**src/inc/phy_mode_consts.svh**
```systemverilog
// Purpose: Constants for the PHY operating-mode sequencer
// Assumes: 50 MHz core clock
// Notes:   Offsets are byte addresses on the AXI4-Lite slave
`ifndef PHY_MODE_CONSTS_SVH
`define PHY_MODE_CONSTS_SVH

// ****************************************
// Register map
// ****************************************
`define REG_MODE_CTRL    4'h0
`define REG_CONFIG       4'h4
`define REG_STATUS       4'h8
`define REG_FLAGS        4'hc

// ****************************************
// Mode command codes
// ****************************************
`define CMD_STANDBY      4'hc
`define CMD_NORMAL       4'h3
`define CMD_SLEEP_REQ    4'hb

// ****************************************
// Config bit positions
// ****************************************
`define CFG_AUTONOMOUS_OP      0
`define CFG_IDLE_PD      1
`define CFG_LPS_RESP     2
`define CFG_FWD          3
`define CFG_WAKE_CMD     4
`define CFG_LINK_EN      5
`define CFG_MASTER       6
`define CFG_CLK_KEEP     7
`define CFG_FORCE_SLEEP  8
`define CFG_RESET_VAL    9'h000

// ****************************************
// Timing, figures as printed
// ****************************************
`define CLK_MHZ          50
`define T_INIT_US        2000
`define T_STAB_US        2000
`define LPS_MIN_COUNT    8'h08

`endif

```
**src/inc/phy_mode_pkg.sv**
```systemverilog
// Purpose: Types for the PHY operating-mode sequencer
// Assumes: Included after phy_mode_consts.svh
// Notes:   One-hot mode encoding
package phy_mode_pkg;

  typedef enum logic [6:0] {
    MODE_POWEROFF = 7'h01,
    MODE_STANDBY  = 7'h02,
    MODE_NORMAL   = 7'h04,
    MODE_SLEEPREQ = 7'h08,
    MODE_SILENT   = 7'h10,
    MODE_SLEEP    = 7'h20,
    MODE_INIT     = 7'h40
  } mode_t;

  typedef struct packed {
    logic lps_rx;
    logic wur_rx;
    logic line_active;
    logic wake_pin;
    logic frame_act;
    logic supplies_ok;
    logic uv_det;
    logic bat_ok;
  } line_in_t;

  typedef struct packed {
    logic tx_en;
    logic rx_en;
    logic pll_en;
    logic lps_tx;
    logic idle_tx;
    logic link_ready;
    logic clk_out_en;
    logic inhibit;
  } phy_ctl_t;

endpackage

```
**src/core/mode_timer.sv**
```systemverilog
// Purpose: Terminal-count timer for mode timeouts
// Assumes: Single clock domain
// Notes:   Restarts on start_in; done holds until restart or clear
`timescale 1ns/100ps
module mode_timer #(
  parameter int W = 24
) (
  input  wire logic         mclk_in,
  input  wire logic         reset_n_in,
  input  wire logic         start_in,
  input  wire logic         run_in,
  input  wire logic [W-1:0] limit_in,
  output logic              done_out
);
  logic [W-1:0] cnt_r;
  logic         done_r;

  always_ff @(posedge mclk_in or negedge reset_n_in) begin
    if (!reset_n_in) begin
      cnt_r  <= '0;
      done_r <= 1'b0;
    end else if (start_in || !run_in) begin
      cnt_r  <= '0;
      done_r <= 1'b0;
    end else if (!done_r) begin
      cnt_r  <= cnt_r + 1'b1;
      done_r <= (cnt_r + 1'b1) >= limit_in;
    end
  end

  assign done_out = done_r;
endmodule

```
**src/core/phy_mode_fsm.sv**
```systemverilog
// Purpose: Operating-mode sequencer of a single-pair Ethernet PHY
// Assumes: Line status inputs are synchronous to mclk_in
// Notes:   Registers reached over AXI4-Lite; timeouts are parameters
`timescale 1ns/100ps
`include "phy_mode_consts.svh"

// Function
// - Command 0xb starts sleep handshake from Normal
// - Idle timeout with power-down enable requests sleep
// - Partner LPS with response enable requests sleep
// - Normal command aborts Sleep Request
// - Wake-request symbols or forwarded wake abort request
// - Send LPS while in Sleep Request
// - Request timer expiry returns Normal, sets fail
// - Partner-started request waits acknowledge timer first
// - LPS received and enough sent enters Silent
// - Silent disables transmitter, sleeps when line quiet
// - Silent line active too long returns Normal
// - Power-on enters Standby with inhibit asserted
// - Strap initialization up to 2 ms, registers stay accessible
// - Standby disables transceiver; undervoltage forces Standby
// - Normal starts PLL, link ready after 2 ms
// - Link enable on master sends idle pulses
// - Autonomous operation enters Normal by itself
// - Sleep accepts reads, only Standby command writes
// - Line activity or wake pin wakes from Sleep
// - Config kept in Sleep; Standby may sleep directly
// - Clock keep-alive holds clock and inhibit in Sleep
// - Forced shutdown enters full Sleep immediately
// - Undervoltage after arming sleeps after timeout
module phy_mode_fsm
  import phy_mode_pkg::*;
#(
  parameter int TW          = 24,
  parameter int T_REQ_CYC   = 5000000,
  parameter int T_ACK_CYC   = 50000,
  parameter int T_PD_CYC    = 5000000,
  parameter int T_UV_CYC    = 5000000,
  parameter int T_INIT_CYC  = `T_INIT_US * `CLK_MHZ,
  parameter int T_STAB_CYC  = `T_STAB_US * `CLK_MHZ
) (
  input  wire logic        mclk_in,
  input  wire logic        reset_n_in,
  input  wire line_in_t    line_in,
  input  wire logic [3:0]  awaddr_in,
  input  wire logic        awvalid_in,
  output logic             awready_out,
  input  wire logic [31:0] wdata_in,
  input  wire logic [3:0]  wstrb_in,
  input  wire logic        wvalid_in,
  output logic             wready_out,
  output logic [1:0]       bresp_out,
  output logic             bvalid_out,
  input  wire logic        bready_in,
  input  wire logic [3:0]  araddr_in,
  input  wire logic        arvalid_in,
  output logic             arready_out,
  output logic [31:0]      rdata_out,
  output logic [1:0]       rresp_out,
  output logic             rvalid_out,
  input  wire logic        rready_in,
  output phy_ctl_t         ctl_out,
  output logic             supply_inhibit_out,
  output logic             init_busy_out
);

  // ****************************************
  // State
  // ****************************************
  typedef struct packed {
    mode_t      mode;
    logic [8:0] cfg;
    logic       fail;
    logic       wake_seen;
    logic       ack_phase;
    logic       lps_got;
    logic [7:0] lps_sent;
    logic       uv_armed;
    logic       forced;
    logic       init_done;
    logic       aw_got;
    logic       w_got;
    logic [3:0] aw_addr;
    logic [31:0] w_data;
    logic [3:0] w_strb;
    logic       bvalid;
    logic [1:0] bresp;
    logic       rvalid;
    logic [1:0] rresp;
    logic [31:0] rdata;
    phy_ctl_t   ctl;
  } state_t;

  state_t st_r;
  state_t st_nxt;

  // ****************************************
  // Timers
  // ****************************************
  logic req_done;
  logic ack_done;
  logic pd_done;
  logic uv_done;
  logic init_tdone;
  logic stab_done;
  logic in_req;
  logic in_silent;
  logic req_start;

  assign in_req    = (st_r.mode == MODE_SLEEPREQ);
  assign in_silent = (st_r.mode == MODE_SILENT);
  assign req_start = (st_nxt.mode == MODE_SLEEPREQ) && !in_req;

  // Request timer restarts on Silent entry to bound line activity
  mode_timer #(.W(TW)) u_req (
    .mclk_in    (mclk_in),
    .reset_n_in (reset_n_in),
    .start_in   (req_start || ((st_nxt.mode == MODE_SILENT) && !in_silent)),
    .run_in     (in_req || in_silent),
    .limit_in   (TW'(T_REQ_CYC)),
    .done_out   (req_done)
  );
  mode_timer #(.W(TW)) u_ack (
    .mclk_in    (mclk_in),
    .reset_n_in (reset_n_in),
    .start_in   (req_start),
    .run_in     (in_req && st_r.ack_phase),
    .limit_in   (TW'(T_ACK_CYC)),
    .done_out   (ack_done)
  );
  mode_timer #(.W(TW)) u_pd (
    .mclk_in    (mclk_in),
    .reset_n_in (reset_n_in),
    .start_in   (line_in.frame_act),
    .run_in     ((st_r.mode == MODE_NORMAL) && st_r.cfg[`CFG_IDLE_PD]),
    .limit_in   (TW'(T_PD_CYC)),
    .done_out   (pd_done)
  );
  mode_timer #(.W(TW)) u_uv (
    .mclk_in    (mclk_in),
    .reset_n_in (reset_n_in),
    .start_in   (1'b0),
    .run_in     (st_r.uv_armed && line_in.uv_det),
    .limit_in   (TW'(T_UV_CYC)),
    .done_out   (uv_done)
  );
  mode_timer #(.W(TW)) u_init (
    .mclk_in    (mclk_in),
    .reset_n_in (reset_n_in),
    .start_in   (1'b0),
    .run_in     (st_r.mode == MODE_INIT),
    .limit_in   (TW'(T_INIT_CYC)),
    .done_out   (init_tdone)
  );
  mode_timer #(.W(TW)) u_stab (
    .mclk_in    (mclk_in),
    .reset_n_in (reset_n_in),
    .start_in   (1'b0),
    .run_in     (st_r.mode == MODE_NORMAL),
    .limit_in   (TW'(T_STAB_CYC)),
    .done_out   (stab_done)
  );

  // ****************************************
  // Next state
  // ****************************************
  logic        wr_fire;
  logic        rd_fire;
  logic [31:0] wval;
  logic        cmd_wr;
  logic [3:0]  cmd;
  logic        asleep;

  always_comb begin
    st_nxt  = st_r;
    asleep  = (st_r.mode == MODE_SLEEP);
    wval    = st_r.w_data;
    cmd     = st_r.w_data[3:0];
    cmd_wr  = 1'b0;
    wr_fire = st_r.aw_got && st_r.w_got && !st_r.bvalid;
    rd_fire = arvalid_in && !st_r.rvalid;

    // Bus write channels, taken in either order
    if (awvalid_in && !st_r.aw_got) begin
      st_nxt.aw_got  = 1'b1;
      st_nxt.aw_addr = awaddr_in;
    end
    if (wvalid_in && !st_r.w_got) begin
      st_nxt.w_got  = 1'b1;
      st_nxt.w_data = wdata_in;
      st_nxt.w_strb = wstrb_in;
    end
    if (wr_fire) begin
      st_nxt.aw_got = 1'b0;
      st_nxt.w_got  = 1'b0;
      st_nxt.bvalid = 1'b1;
      st_nxt.bresp  = 2'b00;
      case (st_r.aw_addr)
        `REG_MODE_CTRL: begin
          // Sleep accepts only Standby command
          if (!asleep || cmd == `CMD_STANDBY) cmd_wr = st_r.w_strb[0];
          else st_nxt.bresp = 2'b10;
        end
        `REG_CONFIG: begin
          if (asleep) st_nxt.bresp = 2'b10;
          else begin
            if (st_r.w_strb[0]) st_nxt.cfg[7:0] = wval[7:0];
            if (st_r.w_strb[1]) st_nxt.cfg[8] = wval[8];
          end
        end
        `REG_FLAGS: begin
          if (asleep) st_nxt.bresp = 2'b10;
          else begin
            if (st_r.w_strb[0] && wval[0]) st_nxt.fail = 1'b0;
            if (st_r.w_strb[0] && wval[1]) st_nxt.wake_seen = 1'b0;
          end
        end
        `REG_STATUS: ;
        default: st_nxt.bresp = 2'b10;
      endcase
    end
    if (st_r.bvalid && bready_in) st_nxt.bvalid = 1'b0;

    if (rd_fire) begin
      st_nxt.rvalid = 1'b1;
      st_nxt.rresp  = 2'b00;
      case (araddr_in)
        `REG_MODE_CTRL: st_nxt.rdata = {25'h0, st_r.mode};
        `REG_CONFIG:    st_nxt.rdata = {23'h0, st_r.cfg};
        `REG_STATUS:    st_nxt.rdata = {22'h0, st_r.lps_sent, st_r.init_done, st_r.ctl.link_ready};
        `REG_FLAGS:     st_nxt.rdata = {30'h0, st_r.wake_seen, st_r.fail};
        default: begin
          st_nxt.rdata = 32'h0;
          st_nxt.rresp = 2'b10;
        end
      endcase
    end
    if (st_r.rvalid && rready_in) st_nxt.rvalid = 1'b0;

    if (line_in.supplies_ok) st_nxt.uv_armed = 1'b1;

    // Mode sequencing
    case (st_r.mode)
      MODE_POWEROFF: begin
        if (line_in.bat_ok) st_nxt.mode = MODE_STANDBY;
      end
      MODE_STANDBY: begin
        if (!st_r.init_done && line_in.supplies_ok) st_nxt.mode = MODE_INIT;
        else if (st_r.init_done && st_r.cfg[`CFG_AUTONOMOUS_OP]) st_nxt.mode = MODE_NORMAL;
        else if (cmd_wr && cmd == `CMD_NORMAL) st_nxt.mode = MODE_NORMAL;
        else if (cmd_wr && cmd == `CMD_SLEEP_REQ) st_nxt.mode = MODE_SLEEP;
      end
      MODE_INIT: begin
        if (init_tdone) begin
          st_nxt.init_done = 1'b1;
          st_nxt.mode      = MODE_STANDBY;
        end
      end
      MODE_NORMAL: begin
        st_nxt.lps_got  = 1'b0;
        st_nxt.lps_sent = 8'h00;
        if (cmd_wr && cmd == `CMD_STANDBY) st_nxt.mode = MODE_STANDBY;
        else if (cmd_wr && cmd == `CMD_SLEEP_REQ) begin
          st_nxt.mode      = MODE_SLEEPREQ;
          st_nxt.ack_phase = 1'b0;
        end else if (pd_done && st_r.cfg[`CFG_IDLE_PD]) begin
          st_nxt.mode      = MODE_SLEEPREQ;
          st_nxt.ack_phase = 1'b0;
        end else if (line_in.lps_rx && st_r.cfg[`CFG_LPS_RESP]) begin
          st_nxt.mode      = MODE_SLEEPREQ;
          st_nxt.ack_phase = 1'b1;
          st_nxt.lps_got   = 1'b1;
        end
      end
      MODE_SLEEPREQ: begin
        if (line_in.lps_rx) st_nxt.lps_got = 1'b1;
        if (st_r.ctl.lps_tx && st_r.lps_sent != `LPS_MIN_COUNT)
          st_nxt.lps_sent = st_r.lps_sent + 8'h01;
        if (cmd_wr && cmd == `CMD_NORMAL) st_nxt.mode = MODE_NORMAL;
        else if (line_in.wur_rx ||
                 (st_r.cfg[`CFG_FWD] && st_r.cfg[`CFG_WAKE_CMD]))
          st_nxt.mode = MODE_NORMAL;
        else if (st_r.lps_got && st_r.lps_sent == `LPS_MIN_COUNT)
          st_nxt.mode = MODE_SILENT;
        else if (req_done) begin
          st_nxt.mode = MODE_NORMAL;
          st_nxt.fail = 1'b1;
        end
      end
      MODE_SILENT: begin
        if (!line_in.line_active) st_nxt.mode = MODE_SLEEP;
        else if (req_done) begin
          st_nxt.mode = MODE_NORMAL;
          st_nxt.fail = 1'b1;
        end
      end
      MODE_SLEEP: begin
        // Config held here, nothing reloads it
        if (line_in.line_active || line_in.wake_pin) begin
          st_nxt.mode      = MODE_STANDBY;
          st_nxt.wake_seen = 1'b1;
        end else if (cmd_wr) st_nxt.mode = MODE_STANDBY;
      end
      default: st_nxt.mode = MODE_POWEROFF;
    endcase

    // Fail-silent and shutdown overrides
    if (st_r.mode != MODE_POWEROFF && st_r.mode != MODE_SLEEP && line_in.uv_det)
      st_nxt.mode = MODE_STANDBY;
    if (uv_done) st_nxt.mode = MODE_SLEEP;
    if (st_r.cfg[`CFG_FORCE_SLEEP]) begin
      st_nxt.mode = MODE_SLEEP;
      st_nxt.cfg[`CFG_FORCE_SLEEP] = 1'b0;
      st_nxt.forced = 1'b1;
    end
    // Forced sleep lasts until a wake, not just one cycle
    if (st_nxt.mode != MODE_SLEEP) st_nxt.forced = 1'b0;

    // Outputs follow registered mode
    st_nxt.ctl.tx_en  = (st_r.mode == MODE_NORMAL) || in_req;
    st_nxt.ctl.rx_en  = (st_r.mode == MODE_NORMAL) || in_req || in_silent;
    st_nxt.ctl.pll_en = (st_r.mode == MODE_NORMAL) || in_req || in_silent;
    st_nxt.ctl.link_ready = (st_r.mode == MODE_NORMAL) && stab_done;
    st_nxt.ctl.idle_tx = (st_r.mode == MODE_NORMAL) && stab_done &&
                         st_r.cfg[`CFG_LINK_EN] && st_r.cfg[`CFG_MASTER];
    st_nxt.ctl.lps_tx = in_req && (!st_r.ack_phase || ack_done);
    // Keep-alive lapses once a forced shutdown lands
    st_nxt.ctl.clk_out_en = !asleep ||
                            (st_r.cfg[`CFG_CLK_KEEP] && !st_r.cfg[`CFG_FORCE_SLEEP] &&
                             !st_r.forced);
    st_nxt.ctl.inhibit = (st_r.mode != MODE_POWEROFF) && st_nxt.ctl.clk_out_en;
  end

  always_ff @(posedge mclk_in or negedge reset_n_in) begin
    if (!reset_n_in) begin
      st_r      <= '0;
      st_r.mode <= MODE_POWEROFF;
      st_r.cfg  <= `CFG_RESET_VAL;
    end else begin
      st_r <= st_nxt;
    end
  end

  // ****************************************
  // Outputs
  // ****************************************
  assign awready_out        = !st_r.aw_got;
  assign wready_out         = !st_r.w_got;
  assign bvalid_out         = st_r.bvalid;
  assign bresp_out          = st_r.bresp;
  assign arready_out        = !st_r.rvalid;
  assign rvalid_out         = st_r.rvalid;
  assign rresp_out          = st_r.rresp;
  assign rdata_out          = st_r.rdata;
  assign ctl_out            = st_r.ctl;
  assign supply_inhibit_out = st_r.ctl.inhibit;
  assign init_busy_out      = (st_r.mode == MODE_INIT);
endmodule

```
**config.mk**
```make
export PLATFORM = sky130hd
export DESIGN_NAME = phy_mode_fsm
export DESIGN_NICKNAME = d
export VERILOG_FILES = /design/src/inc/phy_mode_pkg.sv /design/src/core/mode_timer.sv /design/src/core/phy_mode_fsm.sv
export VERILOG_INCLUDE_DIRS = /design/src /design/src/inc
export SDC_FILE = /design/constraint.sdc
export NUM_CORES = 1
export LEC_CHECK = 0
export BUFFER_PORTS_ARGS = -buffer_cell sky130_fd_sc_hd__buf_2
export CORE_MARGIN = 8
export CORE_UTILIZATION = 40
export DETAILED_ROUTE_END_ITERATION = 10
export SLEW_MARGIN = 25
export SYNTH_ARGS = -nofsm -noshare
export SYNTH_HDL_FRONTEND = slang
export SYNTH_SLANG_ARGS = --single-unit
```
**constraint.sdc**
```tcl
create_clock -name mclk_in -period 2.3 [get_ports mclk_in]
set_input_delay 0.69 -clock mclk_in [delete_from_list [all_inputs] [get_ports mclk_in]]
set_output_delay 0.69 -clock mclk_in [all_outputs]
set_load 0.005 [all_outputs]
```
# After elaboration in Yosys (flattened, before gate mapping)
# Index checks and enable logic that the tools add are counted.
# totals
ff_bits	243
latch_bits	0
ram_bits	0
romBits	0
out_inout_bits	51
mem_count	0
# classes
add_sub_neg	7
multipliers	0
div_mod_pow	0
order_cmp	6
n_eq_ne	32
shifts	0
n_mux	88
n_bitwise	2
reduce_logical	79
# op_table
cell	count
$mux 24	12
$add 24x1->24 const B	6
$mux 7	19
$ge 24x23->1 const B	3
$pmux 7 s7	1
$ge 24x17->1 const B	2
$pmux 10 s4	1
$mux 1	37
$mux 35	1
$logic_and 1x1->1	33
$eq 4x4->1 const B	6
$ge 24x16->1 const B	1
$mux 8	3
$mux 9	2
$pmux 9 s2	1
$reduce_bool 2->1	9
$ne 2x2->1 const B	8
$eq 7x4->1 const B	2
$eq 7x5->1 const B	2
$logic_not 1->1	14
$mux 2	7
$ne 7x6->1 const B	2
$logic_or 1x1->1	12
$mux 11	1
other kinds (23)	29

# Depth between registers and ports, before layout
# logic_depth
word_depth	20
depth_mapped	9
ltp_nobuf	9

# Modules after synthesis
# A second synthesis with hierarchy kept.
# unflattened
hier_cells	1931
hier_area_um2	16938.7
# modules_own_cells
mod	n_inst	cells_per_inst	area_per_inst_um2	seq_area_each_um2
mode_timer	6	257	2175.8	625.6
phy_mode_fsm	1	389	3883.7	1727.9

# Worst setup path after synthesis
# Ideal clock, no wire load.
# synth_path
path_type	flip-flop to flip-flop
from	reg st_r[116] (netlist bit)
to	reg u_req.cnt_r[21]
arrival_ps	2158
required_ps	2181
setup_slack_ps	23
stages_incl_launch_ff	10
n_path_buf	2
period_less_slack_ps	2277
cell_sequence	dfrtp_1 buf_6 or4_4 nor2_1 nand3b_1 nor2_1 nand2_1 a211oi_4 buf_6 nor2_1
# synth_between
elab_chain_cells	20
# synth_rtl
item	line_no	rtl
start: declaration	phy_mode_fsm.sv:94	state_t st_r;
start signal: assignment	phy_mode_fsm.sv:340	st_r <= st_nxt;
$eq 7x6->1	phy_mode_fsm.sv:176, phy_mode_fsm.sv:243	
$logic_not 1->1	phy_mode_fsm.sv:201	if (!asleep || cmd == `CMD_STANDBY) cmd_wr = st_r.w_strb[0];
$logic_or 1x1->1 (no source line)	--	
$mux 1	phy_mode_fsm.sv:201	
$mux 1	phy_mode_fsm.sv:198	case (st_r.aw_addr)
$mux 1	phy_mode_fsm.sv:193	if (wr_fire) begin
$logic_and 1x1->1 (no source line)	--	
$mux 7	phy_mode_fsm.sv:251	else if (cmd_wr && cmd == `CMD_SLEEP_REQ) st_nxt.mode = MODE_SLEEP;
(+4 left out)	--	
$mux 7	phy_mode_fsm.sv:308	if (st_r.mode != MODE_POWEROFF && st_r.mode != MODE_SLEEP && line_in.uv_det)
$mux 7	phy_mode_fsm.sv:310	if (uv_done) st_nxt.mode = MODE_SLEEP;
$mux 8	phy_mode_fsm.sv:311	if (st_r.cfg[`CFG_FORCE_SLEEP]) begin
$eq 7x4->1 / $eq 7x5->1 (equally long branches)	phy_mode_fsm.sv:112, phy_mode_fsm.sv:118	
$logic_and 1x1->1 (on tied branches)	phy_mode_fsm.sv:112, phy_mode_fsm.sv:118	
$logic_or 1x1->1	phy_mode_fsm.sv:118	.start_in (req_start || ((st_nxt.mode == MODE_SILENT) && !in_silent)),
$logic_or 1x1->1 (*)	mode_timer.sv:22	end else if (start_in || !run_in) begin
$ne 2x2->1 (no source line) / $mux 24 (equally long branches)	--	
end signal: assignment	mode_timer.sv:26	cnt_r <= cnt_r + 1'b1;
end: declaration	mode_timer.sv:15	logic [W-1:0] cnt_r;
# Mark *: on every way between the ends. The rest lies on a longest branch, timed or not.
# A chain may end at the register's enable or synchronous reset.

# Worst setup path after layout
# layout_path
from	reg st_r[115] (netlist bit)
to	out init_busy_out
# layout_between
elab_chain_cells	1
# layout_rtl
item	line_no	rtl
$eq 7x7->1	phy_mode_fsm.sv:357	assign init_busy_out = (st_r.mode == MODE_INIT);
end: declaration	phy_mode_fsm.sv:64	output logic init_busy_out
# No other way between the ends.

==> impl_metrics.yaml <==
outcome:
  status: "finished with violations"
  violations: "setup timing"
finish:
  layout_commonest_cell: "nor2_1"
  antennaDiodeCount: 0
  final_layout_size_suffix_gt1_share_pct: 20.1
  nets: 1615
  mostFrequentLayoutCells: "218 x nor2_1, 211 x dfrtp_1, 105 x buf_4, 92 x nand2_1, 83 x xnor2_1"
  area_delta_synth_final_pct: 17.9
  post-route-util_pct: 47.4
timing:
  rsz0062_at_grt: "yes"
  max_slew.worst_pin.slew_ns: 0.742
  worst_slack_ns: -0.0253
  final_max_slew_viol_count: 0
  skew_ns: 0.00601
  relSlewSlack_pct: 50.5
  setup_viol: 1
  fmax_mhz: 430
  fin_crit_ns: 2.33
  period_share_pct: 101
  hold_viol_final: 0
  hold_slack_ns: 0.0392
  fin_tns_setup_ns: -0.0253
route:
  firstDrtPassIters: 5
  wl_um: 29900
  vias: 10500
  ant_nets: 0
  drcViolationCount: 0
  avgViaCountPerCell: 5.31
  drtIter0Drc: 643
  wl_per_cell_um: 15.2
worst_setup_path:
  critPathRequiredTime_ns: 1.61
  r2r_cells: 11
  r2r_slack_ns: 0.03
  arrival_ns: 1.64
  path_cells: "nor3_4, nand2_2, nor2_2, nand2_2, inv_4, buf_6"
  cp-start-kind: "flop"
  slowest_delay_ns: 0.42
  r2r-end: "u_req.cnt_r[16]"
  cpMostUsedCell: "nand2_2"
  crit_path_end_kind: "primary output"
  crit_type: "reg2out"
  crit_fanout: 2
  timing.rr.start: "st_r[112]"
  cp_slowest_cell: "dfrtp_2"
clock_tree:
  root_buffer: "clkbuf_16"
  path_clk_slew_ns: 0.06
  cts_buffers: 25
  clock-sinks: 219
  cts_tree: "done"
  clockBufferDepth: 3
  clock_insertion_delay_worst_skew_ns: 0.52
  h-tree-depth: 1
  ctsHoldBuffers: 0
placed_design:
  post-place-ws_ns: 0.0581
  dpl.hpwl_um: 20800
  place_congestion: 0.865
  portBuffers: 60
power:
  power.clock.fraction_pct: 42.1
  power_frac_seq_pct: 46.0
  intPower_mw: 7.14
  p_sw_share_pct: 24.9
  p_leak_nw: 6.44
  power_frac_comb_pct: 11.9
  p_sw_mw: 2.36
  ir_drop_uv: 741
  totalPowerFinal_mw: 9.51
  power_density_nw_per_um2: 623
floorplanning:
  initial_core_util_pct: 40.2
  die_x_um: 196
  dieHeight_um: 196
  rows: 66
  num_io_pins: 110
  dieArea_um2: 38400
  core-area_um2: 32200
synth:
  syn_inst: 1434
  synth_async_sr_flop_share_pct: 100
  yosysWarnings: 0
  seq_area_frac_synth_pct: 42.3
  synthFlopType: "dfrtp_1"
  synth_edf_count: 0
  synth_seq_cells: 219
  synth.avg_cell_area_um2: 9.03
  synth_cell_types: 84
  syn-cell-area_um2: 13000
min_path:
  hold_path_class: "in2async"
job:
  maxCapViolCount: 0
global_routing:
  grt_pass1_wl_um: 50100
  grt-ovfl-total: 0
  grt_pass1_vias: 10100
  grt_util_all_layers_pct: 15.2
  grt_max_degree: 59
  antenna_found_initial: 2
[metal layers]
layer  share of wire [%]  global-route usage (%)
met1                  50                    21.9
met2                  44                    23.9
met3                 4.1                    2.38
met4                 1.8                    3.17
met5               0.074                       0
[synth_stat cells, types with 4 or more instances]
cell type | count | share of area (%)
or3_1 | 21 | 1.0
o211ai_1 | 7 | 0.41
mux2_2 | 23 | 2.0
mux2i_1 | 15 | 1.2
o21ai_0 | 35 | 1.4
nor3_1 | 48 | 1.9
ha_1 | 14 | 1.4
and2_1 | 14 | 0.68
a2111oi_0 | 4 | 0.27
nand2_1 | 95 | 2.8
nor4_1 | 21 | 1.0
or2_2 | 5 | 0.24
a22o_1 | 12 | 0.81
nand4_1 | 33 | 1.6
dfrtp_1 | 218 | 42
nor2b_1 | 17 | 0.82
xnor2_1 | 83 | 5.6
o21bai_1 | 4 | 0.23
o31ai_1 | 4 | 0.23
nor3b_1 | 9 | 0.52
nand3_1 | 86 | 3.3
and3_1 | 27 | 1.3
buf_4 | 46 | 2.7
a21oi_1 | 37 | 1.4
o21a_1 | 4 | 0.23
a31oi_1 | 16 | 0.77
a22oi_1 | 4 | 0.23
buf_1 | 7 | 0.20
nor4b_1 | 6 | 0.41
o22ai_1 | 7 | 0.34
nand2b_1 | 4 | 0.19
a21o_1 | 9 | 0.52
inv_1 | 25 | 0.72
nor2_1 | 234 | 6.8
and4_1 | 15 | 1.0
xor2_1 | 79 | 5.3
a211oi_1 | 5 | 0.29
nand3b_1 | 10 | 0.58
clkbuf_1 | 56 | 1.6
buf_2 | 5 | 0.19
[final cells by class]
cell class / count / area [µm²]
multi-input combinational: 1094 / 7040
fill: 3085 / 16900
clock buffer: 38 / 744
inverter: 25 / 96.3
tap: 408 / 510
timing repair buffer: 177 / 1300
clock inverter: 7 / 87.6
sequential: 219 / 5490
[sequential cells by signal (all words and copies together) (netlist names)]
name                cells
u_req.cnt_r            24
u_init.done_out         1
u_uv.done_out           1
wval                    9
st_r                   39
ctl_out                 6
u_uv.cnt_r             24
u_pd.done_out           1
rdata_out              10
bresp_out               1
rresp_out               1
rvalid_out              1
u_ack.cnt_r            24
u_stab.done_out         1
bvalid_out              1
u_pd.cnt_r             24
u_stab.cnt_r           24
u_init.cnt_r           24
u_req.done_out          1
u_ack.done_out          1
supply_inhibit_out      1
[kinds of logic after synthesis]
family / Yosys count / synth area share [%]
buffers and inverters: 144 / 5.75
AND/OR/NAND/NOR: 675 / 26.8
AO/OA/AOI/OAI: 179 / 9.34
adder cells (fa/ha/maj): 14 / 1.35
flip-flops: 219 / 42.3
multiplexers: 40 / 3.51
other: 1 / 0.0289
XOR/XNOR: 162 / 11.0
[how the worst max path moves through the flow]
stage | from | to | cells after the start
floorplan | st_r[116] | u_req.cnt_r[21] | 9
global placement | st_r[116] | u_req.done_out | 8
detailed placement | st_r[116] | u_req.cnt_r[15] | 8
CTS | st_r[117] | init_busy_out | 6
global route | st_r[117] | init_busy_out | 6
finish | st_r[115] | init_busy_out | 6
[what timing repair did]
item,4_1_cts,5_1_grt
buffers inserted,5,17
pin swaps,6,29
gates resized for setup,14,52
cloned,0,3
setup endpoints to repair,1,37
[power groups by stage]
stage	Combinational, mW	Clock [mW]	Sequential, mW
CTS	1.04	4.13	4.38
global placement	0.992	0	4.43
floorplan	0.697	0	4.34
global route	1.25	4.26	4.42
finish	1.13	4.00	4.37
detailed placement	1.01	0	4.44
[critical path, delay by kind of cell (launching register included)]
family / cells / cell delay, ns
and+or+nand+nor: 4 / 0.52
DFF: 1 / 0.42
buffers and inverters: 2 / 0.17
[metrics by stage]
step	cell area, µm²	cells
after floorplan	13000	1457
after CTS	14900	1948
after global placement	14000	1898
after detailed placement	14000	1898
after global routing	15300	1968
final	15300	1968
No activity file was read; power rests on OpenSTA's default activity.
